## config.mk

```make
export PLATFORM = sky130hd
export DESIGN_NAME = pic_top
export DESIGN_NICKNAME = d
export VERILOG_FILES = /design/src/verilog/pic_pkg.sv /design/src/verilog/pic_pin_mux.sv /design/src/verilog/pic_chg_det.sv /design/src/verilog/pic_top.sv
export SDC_FILE = /design/constraint.sdc
export NUM_CORES = 1
export LEC_CHECK = 0
export ABC_AREA = 1
export BUFFER_PORTS_ARGS = -buffer_cell sky130_fd_sc_hd__buf_2
export CAP_MARGIN = 0
export CORE_MARGIN = 2
export CORE_UTILIZATION = 30
export DETAILED_ROUTE_END_ITERATION = 12
export GPL_TIMING_DRIVEN = 0
export HOLD_SLACK_MARGIN = 0.06
export PLACE_DENSITY = 0.54
export SLEW_MARGIN = 20
export SYNTH_ARGS = -nofsm -noshare
export SYNTH_HDL_FRONTEND = slang
export SYNTH_SLANG_ARGS = --single-unit
```

## constraint.sdc

```tcl
create_clock -name clk_sys -period 1.7 [get_ports clk_sys]
set_clock_uncertainty 0.1 [all_clocks]
set_input_delay 0.17 -clock clk_sys [delete_from_list [all_inputs] [get_ports clk_sys]]
set_output_delay 0.17 -clock clk_sys [all_outputs]
set_load 0.02 [all_outputs]
```

## src/verilog/pic_pkg.sv

```systemverilog
package pic_pkg;
    // ****************
    // Address map
    // ****************
    localparam logic [31:0] BASE_A = 32'hff00c000;
    localparam logic [31:0] BASE_B = 32'hff010000;
    localparam int DEC_LSB = 8;
    localparam logic [7:0] OFF_OWN_SET = 8'h00;
    localparam logic [7:0] OFF_OWN_CLR = 8'h04;
    localparam logic [7:0] OFF_OWN_ST = 8'h08;
    localparam logic [7:0] OFF_DRV_SET = 8'h10;
    localparam logic [7:0] OFF_DRV_CLR = 8'h14;
    localparam logic [7:0] OFF_DRV_ST = 8'h18;
    localparam logic [7:0] OFF_VAL_SET = 8'h30;
    localparam logic [7:0] OFF_VAL_CLR = 8'h34;
    localparam logic [7:0] OFF_VAL_ST = 8'h38;
    localparam logic [7:0] OFF_PIN = 8'h3c;
    localparam logic [7:0] OFF_IRQ_SET = 8'h40;
    localparam logic [7:0] OFF_IRQ_CLR = 8'h44;
    localparam logic [7:0] OFF_IRQ_ST = 8'h48;
    localparam logic [7:0] OFF_CHG_ST = 8'h4c;
    // ****************
    // Line layout, index 0 is A, 1 is B
    // ****************
    localparam logic [1:0][31:0] DEF_MASK = {32'h000003ff, 32'h00081fff};
    localparam logic [1:0][31:0] PER_MASK = {32'h000001ef, 32'h00081f0f};
    localparam logic [31:0] RST_ZERO = 32'h00000000;
    localparam logic [1:0] RESP_OKAY = 2'h0;
    localparam logic [1:0] RESP_DECERR = 2'h3;
    typedef enum logic [1:0] {WS_IDLE = 2'h0, WS_EXEC = 2'h1, WS_RESP = 2'h3} pic_wst_e;
    typedef enum logic {RS_IDLE = 1'h0, RS_RESP = 1'h1} pic_rst_e;
endpackage

```

## src/verilog/pic_pin_mux.sv

```systemverilog
`timescale 1ns/1ps
module pic_pin_mux
    import pic_pkg::*;
#(
    parameter logic [31:0] DEF = 32'h0,
    parameter logic [31:0] PER = 32'h0
) (
    input wire logic clk_sys, // System clock
    input wire logic rstn, // Async reset, active low
    input wire logic [31:0] own, // Controller ownership
    input wire logic [31:0] drv, // Stored driver enables
    input wire logic [31:0] oVal, // Stored output values
    input wire logic [31:0] pinIn, // Pin levels
    input wire logic [31:0] perOut, // Peripheral output values
    input wire logic [31:0] perOe, // Peripheral driver enables
    output logic [31:0] pinOut, // Pin output value
    output logic [31:0] pinOe, // Pin driver enable
    output logic [31:0] perIn // Level seen by peripherals
);
    logic [31:0] pinOut_r, pinOut_nxt, pinOe_r, pinOe_nxt, perIn_r, perIn_nxt;

    always_comb begin
        // Stored drive and value only reach the pin on owned lines
        pinOut_nxt = ((own & oVal) | (~own & perOut & PER)) & DEF;
        pinOe_nxt = ((own & drv) | (~own & perOe & PER)) & DEF;
        perIn_nxt = ~own & pinIn & PER;
    end

    always_ff @(posedge clk_sys or negedge rstn) begin
        if (!rstn) begin
            pinOut_r <= RST_ZERO;
            pinOe_r <= RST_ZERO;
            perIn_r <= RST_ZERO;
        end else begin
            pinOut_r <= pinOut_nxt;
            pinOe_r <= pinOe_nxt;
            perIn_r <= perIn_nxt;
        end
    end

    assign pinOut = pinOut_r;
    assign pinOe = pinOe_r;
    assign perIn = perIn_r;
endmodule

```

## src/verilog/pic_chg_det.sv

```systemverilog
`timescale 1ns/1ps
module pic_chg_det
    import pic_pkg::*;
#(
    parameter logic [31:0] DEF = 32'h0
) (
    input wire logic clk_sys, // System clock
    input wire logic rstn, // Async reset, active low
    input wire logic [31:0] own, // Controller ownership
    input wire logic [31:0] drv, // Stored driver enables
    input wire logic [31:0] oVal, // Stored output values
    input wire logic [31:0] pinIn, // Pin levels
    input wire logic rdClr, // Status read this cycle
    output logic [31:0] evt, // Level change this cycle
    output logic [31:0] status // Accumulated changes
);
    logic [31:0] seen, prev_r, prev_nxt, st_r, st_nxt;
    logic armed_r, armed_nxt;

    always_comb begin
        // Owned driven lines watch the driven value, the rest the pin
        seen = ((own & drv & oVal) | (~(own & drv) & pinIn)) & DEF;
        // No compare until a real previous level exists
        evt = armed_r ? (seen ^ prev_r) : RST_ZERO;
        prev_nxt = seen;
        armed_nxt = 1'b1;
        st_nxt = (rdClr ? RST_ZERO : st_r) | evt;
    end

    always_ff @(posedge clk_sys or negedge rstn) begin
        if (!rstn) begin
            prev_r <= RST_ZERO;
            armed_r <= 1'b0;
            st_r <= RST_ZERO;
        end else begin
            prev_r <= prev_nxt;
            armed_r <= armed_nxt;
            st_r <= st_nxt;
        end
    end

    assign status = st_r;
endmodule

```

## src/verilog/pic_top.sv

```systemverilog
// Local design decision: register access over AXI4-Lite.
`timescale 1ns/1ps
// Behaviour
// - Enable and disable writes set/clear mask bits
// - Level change sets status, per ownership/direction
// - Interrupt when status bit and mask both set
// - Status read returns bits, then clears all but changes in the read cycle
// - Registers 32 bits, same bit per line
// - Undefined bits ignore writes, read zero
// - Two controllers at two bases, each with its own line map
// - Pin level read shows real pins after reset
// - Status cleared by reset, records later changes
// - Owner set hands line to controller
// - Owned line gives its peripheral zero
// - Owner clear returns line to peripheral
// - Owner status shows ownership, updated each write
// - Drive set turns driver on
// - Drive setting stored even when peripheral-owned
// - Drive and value status reset to zero
// - Controller A peripheral line map
// - Controller B peripheral line map
// - Drive clear turns driver off
// - Stored value drives owned, enabled lines only
// - Pin level always shows physical pin
// - Mask clear keeps change detection running
module pic_top
    import pic_pkg::*;
(
    input wire logic clk_sys, // System clock
    input wire logic rstn, // Async reset, active low
    input wire logic [31:0] s_axi_awaddr, // Write address
    input wire logic [2:0] s_axi_awprot, // Write protection, unused
    input wire logic s_axi_awvalid, // Write address valid
    output logic s_axi_awready, // Write address ready
    input wire logic [31:0] s_axi_wdata, // Write data
    input wire logic [3:0] s_axi_wstrb, // Write byte strobes
    input wire logic s_axi_wvalid, // Write data valid
    output logic s_axi_wready, // Write data ready
    output logic [1:0] s_axi_bresp, // Write response
    output logic s_axi_bvalid, // Write response valid
    input wire logic s_axi_bready, // Write response ready
    input wire logic [31:0] s_axi_araddr, // Read address
    input wire logic [2:0] s_axi_arprot, // Read protection, unused
    input wire logic s_axi_arvalid, // Read address valid
    output logic s_axi_arready, // Read address ready
    output logic [31:0] s_axi_rdata, // Read data
    output logic [1:0] s_axi_rresp, // Read response
    output logic s_axi_rvalid, // Read data valid
    input wire logic s_axi_rready, // Read data ready
    input wire logic [31:0] pioAPinIn, // A pin levels
    input wire logic [31:0] pioAPerOut, // A peripheral values
    input wire logic [31:0] pioAPerOe, // A peripheral enables
    output logic [31:0] pioAPinOut, // A pin output values
    output logic [31:0] pioAPinOe, // A pin driver enables
    output logic [31:0] pioAPerIn, // A peripheral inputs
    output logic pioAIrq, // A interrupt, high
    input wire logic [31:0] pioBPinIn, // B pin levels
    input wire logic [31:0] pioBPerOut, // B peripheral values
    input wire logic [31:0] pioBPerOe, // B peripheral enables
    output logic [31:0] pioBPinOut, // B pin output values
    output logic [31:0] pioBPinOe, // B pin driver enables
    output logic [31:0] pioBPerIn, // B peripheral inputs
    output logic pioBIrq // B interrupt, high
);
    // ****************
    // Declarations
    // ****************
    pic_wst_e wst_r, wst_nxt;
    pic_rst_e rst_r, rst_nxt;
    logic awGot_r, awGot_nxt, wGot_r, wGot_nxt;
    logic awready_r, awready_nxt, wready_r, wready_nxt;
    logic bvalid_r, bvalid_nxt, arready_r, arready_nxt;
    logic rvalid_r, rvalid_nxt;
    logic [1:0] bresp_r, bresp_nxt, rresp_r, rresp_nxt;
    logic [31:0] awaddr_r, awaddr_nxt, wdata_r, wdata_nxt;
    logic [31:0] rdata_r, rdata_nxt;
    logic [3:0] wstrb_r, wstrb_nxt;
    logic [1:0] wDec, rDec, rdClr, irq_r, irq_nxt;
    logic [7:0] wOff, rOff;
    logic wSel, wExec;
    logic [31:0] wBits;
    logic [1:0][31:0] own_r, own_nxt, drv_r, drv_nxt;
    logic [1:0][31:0] oVal_r, oVal_nxt, mask_r, mask_nxt;
    logic [31:0] pinInV [2];
    logic [31:0] perOutV [2];
    logic [31:0] perOeV [2];
    logic [31:0] pinOutV [2];
    logic [31:0] pinOeV [2];
    logic [31:0] perInV [2];
    logic [31:0] evtV [2];
    logic [31:0] stV [2];

    // ****************
    // Decoding
    // ****************
    // Result is {hit, controller}
    function automatic logic [1:0] ctlDec(input logic [31:0] a);
        if (a[31:DEC_LSB] == BASE_A[31:DEC_LSB]) begin
            ctlDec = 2'h2;
        end else if (a[31:DEC_LSB] == BASE_B[31:DEC_LSB]) begin
            ctlDec = 2'h3;
        end else begin
            ctlDec = 2'h0;
        end
    endfunction

    function automatic logic [31:0] strbMask(input logic [3:0] s);
        strbMask = {{8{s[3]}}, {8{s[2]}}, {8{s[1]}}, {8{s[0]}}};
    endfunction

    assign wDec = ctlDec(awaddr_r);
    assign wSel = wDec[0];
    assign wOff = {awaddr_r[7:2], 2'h0};
    assign wExec = (wst_r == WS_EXEC) && wDec[1];
    // Bits of lines that do not exist never reach state
    assign wBits = wdata_r & strbMask(wstrb_r) & DEF_MASK[wSel];

    // ****************
    // Write channel
    // ****************
    always_comb begin
        wst_nxt = wst_r;
        awGot_nxt = awGot_r;
        wGot_nxt = wGot_r;
        awaddr_nxt = awaddr_r;
        wdata_nxt = wdata_r;
        wstrb_nxt = wstrb_r;
        awready_nxt = awready_r;
        wready_nxt = wready_r;
        bvalid_nxt = bvalid_r;
        bresp_nxt = bresp_r;
        unique case (wst_r)
            WS_IDLE: begin
                if (s_axi_awvalid && awready_r) begin
                    awGot_nxt = 1'b1;
                    awaddr_nxt = s_axi_awaddr;
                    awready_nxt = 1'b0;
                end
                if (s_axi_wvalid && wready_r) begin
                    wGot_nxt = 1'b1;
                    wdata_nxt = s_axi_wdata;
                    wstrb_nxt = s_axi_wstrb;
                    wready_nxt = 1'b0;
                end
                if (awGot_nxt && wGot_nxt) begin
                    wst_nxt = WS_EXEC;
                end
            end
            WS_EXEC: begin
                wst_nxt = WS_RESP;
                bvalid_nxt = 1'b1;
                bresp_nxt = wDec[1] ? RESP_OKAY : RESP_DECERR;
            end
            WS_RESP: begin
                if (s_axi_bready) begin
                    wst_nxt = WS_IDLE;
                    bvalid_nxt = 1'b0;
                    awGot_nxt = 1'b0;
                    wGot_nxt = 1'b0;
                    awready_nxt = 1'b1;
                    wready_nxt = 1'b1;
                end
            end
            default: begin
                wst_nxt = WS_IDLE;
            end
        endcase
    end

    always_ff @(posedge clk_sys or negedge rstn) begin
        if (!rstn) begin
            wst_r <= WS_IDLE;
            awGot_r <= 1'b0;
            wGot_r <= 1'b0;
            awaddr_r <= RST_ZERO;
            wdata_r <= RST_ZERO;
            wstrb_r <= 4'h0;
            awready_r <= 1'b1;
            wready_r <= 1'b1;
            bvalid_r <= 1'b0;
            bresp_r <= RESP_OKAY;
        end else begin
            wst_r <= wst_nxt;
            awGot_r <= awGot_nxt;
            wGot_r <= wGot_nxt;
            awaddr_r <= awaddr_nxt;
            wdata_r <= wdata_nxt;
            wstrb_r <= wstrb_nxt;
            awready_r <= awready_nxt;
            wready_r <= wready_nxt;
            bvalid_r <= bvalid_nxt;
            bresp_r <= bresp_nxt;
        end
    end

    // ****************
    // Controller state
    // ****************
    always_comb begin
        own_nxt = own_r;
        drv_nxt = drv_r;
        oVal_nxt = oVal_r;
        mask_nxt = mask_r;
        if (wExec) begin
            unique case (wOff)
                OFF_OWN_SET: own_nxt[wSel] = own_r[wSel] | wBits;
                OFF_OWN_CLR: own_nxt[wSel] = own_r[wSel] & ~wBits;
                OFF_DRV_SET: drv_nxt[wSel] = drv_r[wSel] | wBits;
                OFF_DRV_CLR: drv_nxt[wSel] = drv_r[wSel] & ~wBits;
                OFF_VAL_SET: oVal_nxt[wSel] = oVal_r[wSel] | wBits;
                OFF_VAL_CLR: oVal_nxt[wSel] = oVal_r[wSel] & ~wBits;
                OFF_IRQ_SET: mask_nxt[wSel] = mask_r[wSel] | wBits;
                OFF_IRQ_CLR: mask_nxt[wSel] = mask_r[wSel] & ~wBits;
                default: ;
            endcase
        end
        for (int i = 0; i < 2; i++) begin
            irq_nxt[i] = |(stV[i] & mask_r[i]);
        end
    end

    always_ff @(posedge clk_sys or negedge rstn) begin
        if (!rstn) begin
            // Lines start owned by the controller as inputs
            own_r <= DEF_MASK;
            drv_r <= {RST_ZERO, RST_ZERO};
            oVal_r <= {RST_ZERO, RST_ZERO};
            mask_r <= {RST_ZERO, RST_ZERO};
            irq_r <= 2'h0;
        end else begin
            own_r <= own_nxt;
            drv_r <= drv_nxt;
            oVal_r <= oVal_nxt;
            mask_r <= mask_nxt;
            irq_r <= irq_nxt;
        end
    end

    // ****************
    // Read channel
    // ****************
    always_comb begin
        rst_nxt = rst_r;
        arready_nxt = arready_r;
        rvalid_nxt = rvalid_r;
        rdata_nxt = rdata_r;
        rresp_nxt = rresp_r;
        rdClr = 2'h0;
        rDec = ctlDec(s_axi_araddr);
        rOff = {s_axi_araddr[7:2], 2'h0};
        unique case (rst_r)
            RS_IDLE: begin
                if (s_axi_arvalid) begin
                    rst_nxt = RS_RESP;
                    arready_nxt = 1'b0;
                    rvalid_nxt = 1'b1;
                    rresp_nxt = rDec[1] ? RESP_OKAY : RESP_DECERR;
                    rdata_nxt = RST_ZERO;
                    if (rDec[1]) begin
                        unique case (rOff)
                            OFF_OWN_ST: rdata_nxt = own_r[rDec[0]];
                            OFF_DRV_ST: rdata_nxt = drv_r[rDec[0]];
                            OFF_VAL_ST: rdata_nxt = oVal_r[rDec[0]];
                            // Live pins, so valid straight out of reset
                            OFF_PIN: rdata_nxt = pinInV[rDec[0]] & DEF_MASK[rDec[0]];
                            OFF_IRQ_ST: rdata_nxt = mask_r[rDec[0]];
                            OFF_CHG_ST: begin
                                rdata_nxt = stV[rDec[0]];
                                rdClr[rDec[0]] = 1'b1;
                            end
                            default: ;
                        endcase
                    end
                end
            end
            RS_RESP: begin
                if (s_axi_rready) begin
                    rst_nxt = RS_IDLE;
                    arready_nxt = 1'b1;
                    rvalid_nxt = 1'b0;
                end
            end
        endcase
    end

    always_ff @(posedge clk_sys or negedge rstn) begin
        if (!rstn) begin
            rst_r <= RS_IDLE;
            arready_r <= 1'b1;
            rvalid_r <= 1'b0;
            rdata_r <= RST_ZERO;
            rresp_r <= RESP_OKAY;
        end else begin
            rst_r <= rst_nxt;
            arready_r <= arready_nxt;
            rvalid_r <= rvalid_nxt;
            rdata_r <= rdata_nxt;
            rresp_r <= rresp_nxt;
        end
    end

    // ****************
    // Per-controller pin logic
    // ****************
    assign pinInV[0] = pioAPinIn;
    assign pinInV[1] = pioBPinIn;
    assign perOutV[0] = pioAPerOut;
    assign perOutV[1] = pioBPerOut;
    assign perOeV[0] = pioAPerOe;
    assign perOeV[1] = pioBPerOe;

    genvar gi;
    generate
        for (gi = 0; gi < 2; gi++) begin : g_ctl
            pic_pin_mux #(
                .DEF(DEF_MASK[gi]),
                .PER(PER_MASK[gi])
            ) u_mux (
                .clk_sys(clk_sys),
                .rstn(rstn),
                .own(own_r[gi]),
                .drv(drv_r[gi]),
                .oVal(oVal_r[gi]),
                .pinIn(pinInV[gi]),
                .perOut(perOutV[gi]),
                .perOe(perOeV[gi]),
                .pinOut(pinOutV[gi]),
                .pinOe(pinOeV[gi]),
                .perIn(perInV[gi])
            );
            pic_chg_det #(
                .DEF(DEF_MASK[gi])
            ) u_det (
                .clk_sys(clk_sys),
                .rstn(rstn),
                .own(own_r[gi]),
                .drv(drv_r[gi]),
                .oVal(oVal_r[gi]),
                .pinIn(pinInV[gi]),
                .rdClr(rdClr[gi]),
                .evt(evtV[gi]),
                .status(stV[gi])
            );
        end
    endgenerate

    assign pioAPinOut = pinOutV[0];
    assign pioAPinOe = pinOeV[0];
    assign pioAPerIn = perInV[0];
    assign pioBPinOut = pinOutV[1];
    assign pioBPinOe = pinOeV[1];
    assign pioBPerIn = perInV[1];
    assign pioAIrq = irq_r[0];
    assign pioBIrq = irq_r[1];
    assign s_axi_awready = awready_r;
    assign s_axi_wready = wready_r;
    assign s_axi_bvalid = bvalid_r;
    assign s_axi_bresp = bresp_r;
    assign s_axi_arready = arready_r;
    assign s_axi_rvalid = rvalid_r;
    assign s_axi_rdata = rdata_r;
    assign s_axi_rresp = rresp_r;

    logic wA, rA;
    assign wA = wExec && !wSel;
    assign rA = (rst_r == RS_IDLE) && s_axi_arvalid && (rDec == 2'h2);
endmodule

```

==> impl_metrics.yaml <==
die:
  rows: 99
  io_pins: 540
  fp.coreArea_mm2: 0.07283
  die_w_um: 274.8
  initial_core_util: 0.3020
  dieArea_mm2: 0.07551
  die_h_um: 274.8
run_status:
  violations: "negative hold slack, negative setup slack"
  status: "finished, violations left"
synth:
  synthTopCellsByArea: "dfrtp_1 50%, nand2_1 14%, inv_1 5.8%"
  synth-edff-count: 0
  yosysUniqueCellTypes: 39
  avgSynthCellArea_um2: 8.005
  synth_top_family_by_area: "simple AND/OR/NAND/NOR gates"
  synthAdderAreaFrac: 0
  synth_top_cell_by_area: "dfrtp_1"
  yosys.area_share.simple: 0.2270
  synth-async-reset-ratio: 1.000
  ys_warn_count: 0
  synth_ff_type: "dfrtp_1"
  synth.ff_latch_count: 464
  synth_compound_area_frac: 0.09168
  synth_xor_area_frac: 0
  syn_area_mm2: 0.02200
  synth_top_area_share: 0.4971
  synth_common_cells: "806 x nand2_1, 437 x dfrtp_1, 341 x inv_1, 206 x clkbuf_1, 165 x o21ai_0"
  synth_cells: 2748
  synth_mux_area_frac: 0
  yosysSeqAreaShare: 0.5293
  synth_most_common_cell: "nand2_1"
layout:
  multi_input_area_mm2: 0.007984
  drive_gt1_frac: 0.2303
  fillers: 7428
  fin_nets: 3656
  stdcell_count: 4362
  seq_area_mm2: 0.01164
  area_delta_synth_final_pct: 34.61
  utilization: 0.4066
sta:
  setup-tns-final_ns: -30.03
  hold_violations: 31
  slew_headroom: 0.5151
  finalHoldWorstSlack_ns: -0.03860
  final.period_utilization: 1.235
  worst_pin_slew_ns: 0.7273
  rsz0062_at_grt: "true"
  max_freq_mhz: 476.1
  setup_viol_count_final: 97
  setup_slack_ns: -0.4002
  fin_crit_ns: 2.100
  maxSlewViolCount: 0
job:
  cap_violations: 0
critical_path:
  start_kind: "flop"
  worstSetupPathType: "reg -> reg"
  critPathArrivalTime_ns: 2.53
  required_ns: 2.13
  end_kind: "flop"
  cp_max_fo: 10
clock_tree:
  cts_sinks: 464
  cts_buffers: 53
  cts.path.max_buffers: 3
  clk_latency_ns: 0.61
  clk_pin_slew_ns: 0.06
  ctsHoldBuffers: 113
  ctsHtreeMaxLevel: 2
  cts_root_buffer: "clkbuf_16"
  cts_tree: "yes"
power_and_ir_drop:
  cellPowerDensity_mw_per_mm2: 970.7
  ir_drop_mv: 0.7839
  p_leak_uw: 0.01548
routing:
  wl_per_cell_um: 17.76
  drc: 0
  via_per_inst: 4.478
  via_count: 19530
  dr.pass1.iters: 5
  routed_wl_mm: 77.49
  first_iter_violations: 1537
  antenna_left: 0
global_route:
  grt_pass1_vias: 18540
  grt_use_total: 0.2028
  globalRouteOverflowTotal: 0
  antenna_found_initial: 10
  grt_max_degree: 92
  grt_pass1_wl_mm: 114.4
place:
  place_congestion: 0.9485
  port_buffers: 252
  dp.cells: 4089
  hpwlAfterDp_mm: 54.52
worst_hold_path:
  min_path_type: "in -> async"
final timing paths:
kind | slack, ns | start | endpoint | depth (start not counted)
setup / recovery | -0.40 | awaddr_r[19] | own_r[33] | 12
hold / removal | -0.04 | rstn | s_axi_rvalid | 2
setup reg to reg | -0.40 | awaddr_r[19] | own_r[33] | 12
hold reg to reg | 0.34 | flop | flop | 1
max in group asynchronous | 0.25 | rstn | awaddr_r[14] | 4
min in group clk_sys | 0.19 | pioBPerOe[7] | g_ctl[1].u_mux.pinOe[7] | 4
cell families after synthesis:
group / after synthesis
compound gates: 372
buf+inv: 740
flops: 464
other cells: 2
simple gates: 1170
timing repair:
action / 4_1_cts / 5_1_grt
endpoints found under the hold margin: 433 / 31
pin swaps: 46 / 44
resized for setup: 174 / 151
gates cloned: 8 / 3
setup buffers: 37 / 9
endpoints found under the setup margin: 197 / 177
placed cells by master (no fill, tap or decap), types with 6 or more instances in the layout:
| cell type | n |
|---|---|
| buf_16 | 10 |
| nor2_1 | 79 |
| or2_1 | 8 |
| inv_2 | 6 |
| o21ai_2 | 18 |
| a21oi_1 | 60 |
| nand2_2 | 24 |
| buf_2 | 279 |
| nand4_1 | 66 |
| a21boi_0 | 18 |
| buf_6 | 14 |
| clkbuf_8 | 18 |
| dfrtp_1 | 437 |
| nor3_1 | 7 |
| dlygate4sd3_1 | 113 |
| buf_8 | 7 |
| nor2_4 | 28 |
| clkbuf_16 | 57 |
| o211ai_1 | 30 |
| or2_2 | 14 |
| clkinv_2 | 8 |
| clkbuf_1 | 184 |
| nand3_1 | 113 |
| nand3_2 | 23 |
| o21ai_1 | 108 |
| clkbuf_4 | 9 |
| inv_1 | 339 |
| buf_12 | 20 |
| conb_1 | 127 |
| o21ai_0 | 111 |
| diode_2 | 8 |
| or2_0 | 7 |
| nand2_1 | 781 |
| o22ai_1 | 12 |
| buf_4 | 160 |
| dfstp_2 | 27 |
| clkbuf_2 | 20 |
stage by stage:
step / total power [µW] / cell area, µm² / setup WS (ns)
after detailed placement: 16140 / 25110 / -0.9546
after global placement: 16060 / 24970 / -9.604
final: 28750 / 29610 / -0.4002
after floorplan: 14650 / 22500 / -0.05570
after CTS: 28800 / 29140 / -0.4456
after global routing: 30010 / 29610 / -0.4953
report_power, final:
group	leakage [µW]	internal, µW	switching, µW
Clock	0.000926	7420	4800
Sequential	0.00598	11800	525
Combinational	0.00857	1430	2790
Total	0.0155	20600	8120
per-layer routing:
metal | GRT usage | up-vias | wire length (µm)
li1 | - | 9472 | -
met1 | 0.2782 | 9138 | 34400
met2 | 0.3133 | 749 | 34020
met3 | 0.05167 | 169 | 6439
met4 | 0.06458 | 6 | 2600
met5 | 0 | - | 23
final cells by class:
class                      count  area share
sequential                   464      0.3932
multi-input combinational   1671      0.2696
timing repair buffer         424      0.1097
buffer                       384     0.07766
clock buffer                  84     0.05590
inverter                     353     0.04559
tap                          959     0.04052
clock inverter                15    0.007140
antenna                        8   0.0006760
critical path: stages (launching register included):
cell	delay [ns]
dfrtp_1	0.38
nor2_2	0.13
nand2_2	0.09
nor3_4	0.20
nand2_1	0.10
buf_4	0.15
a21boi_2	0.13
nand2_2	0.12
nor2_4	0.19
buf_8	0.19
nand3_1	0.08
nand2_1	0.11
inv_1	0.04
(Power assumes the default switching activity.)
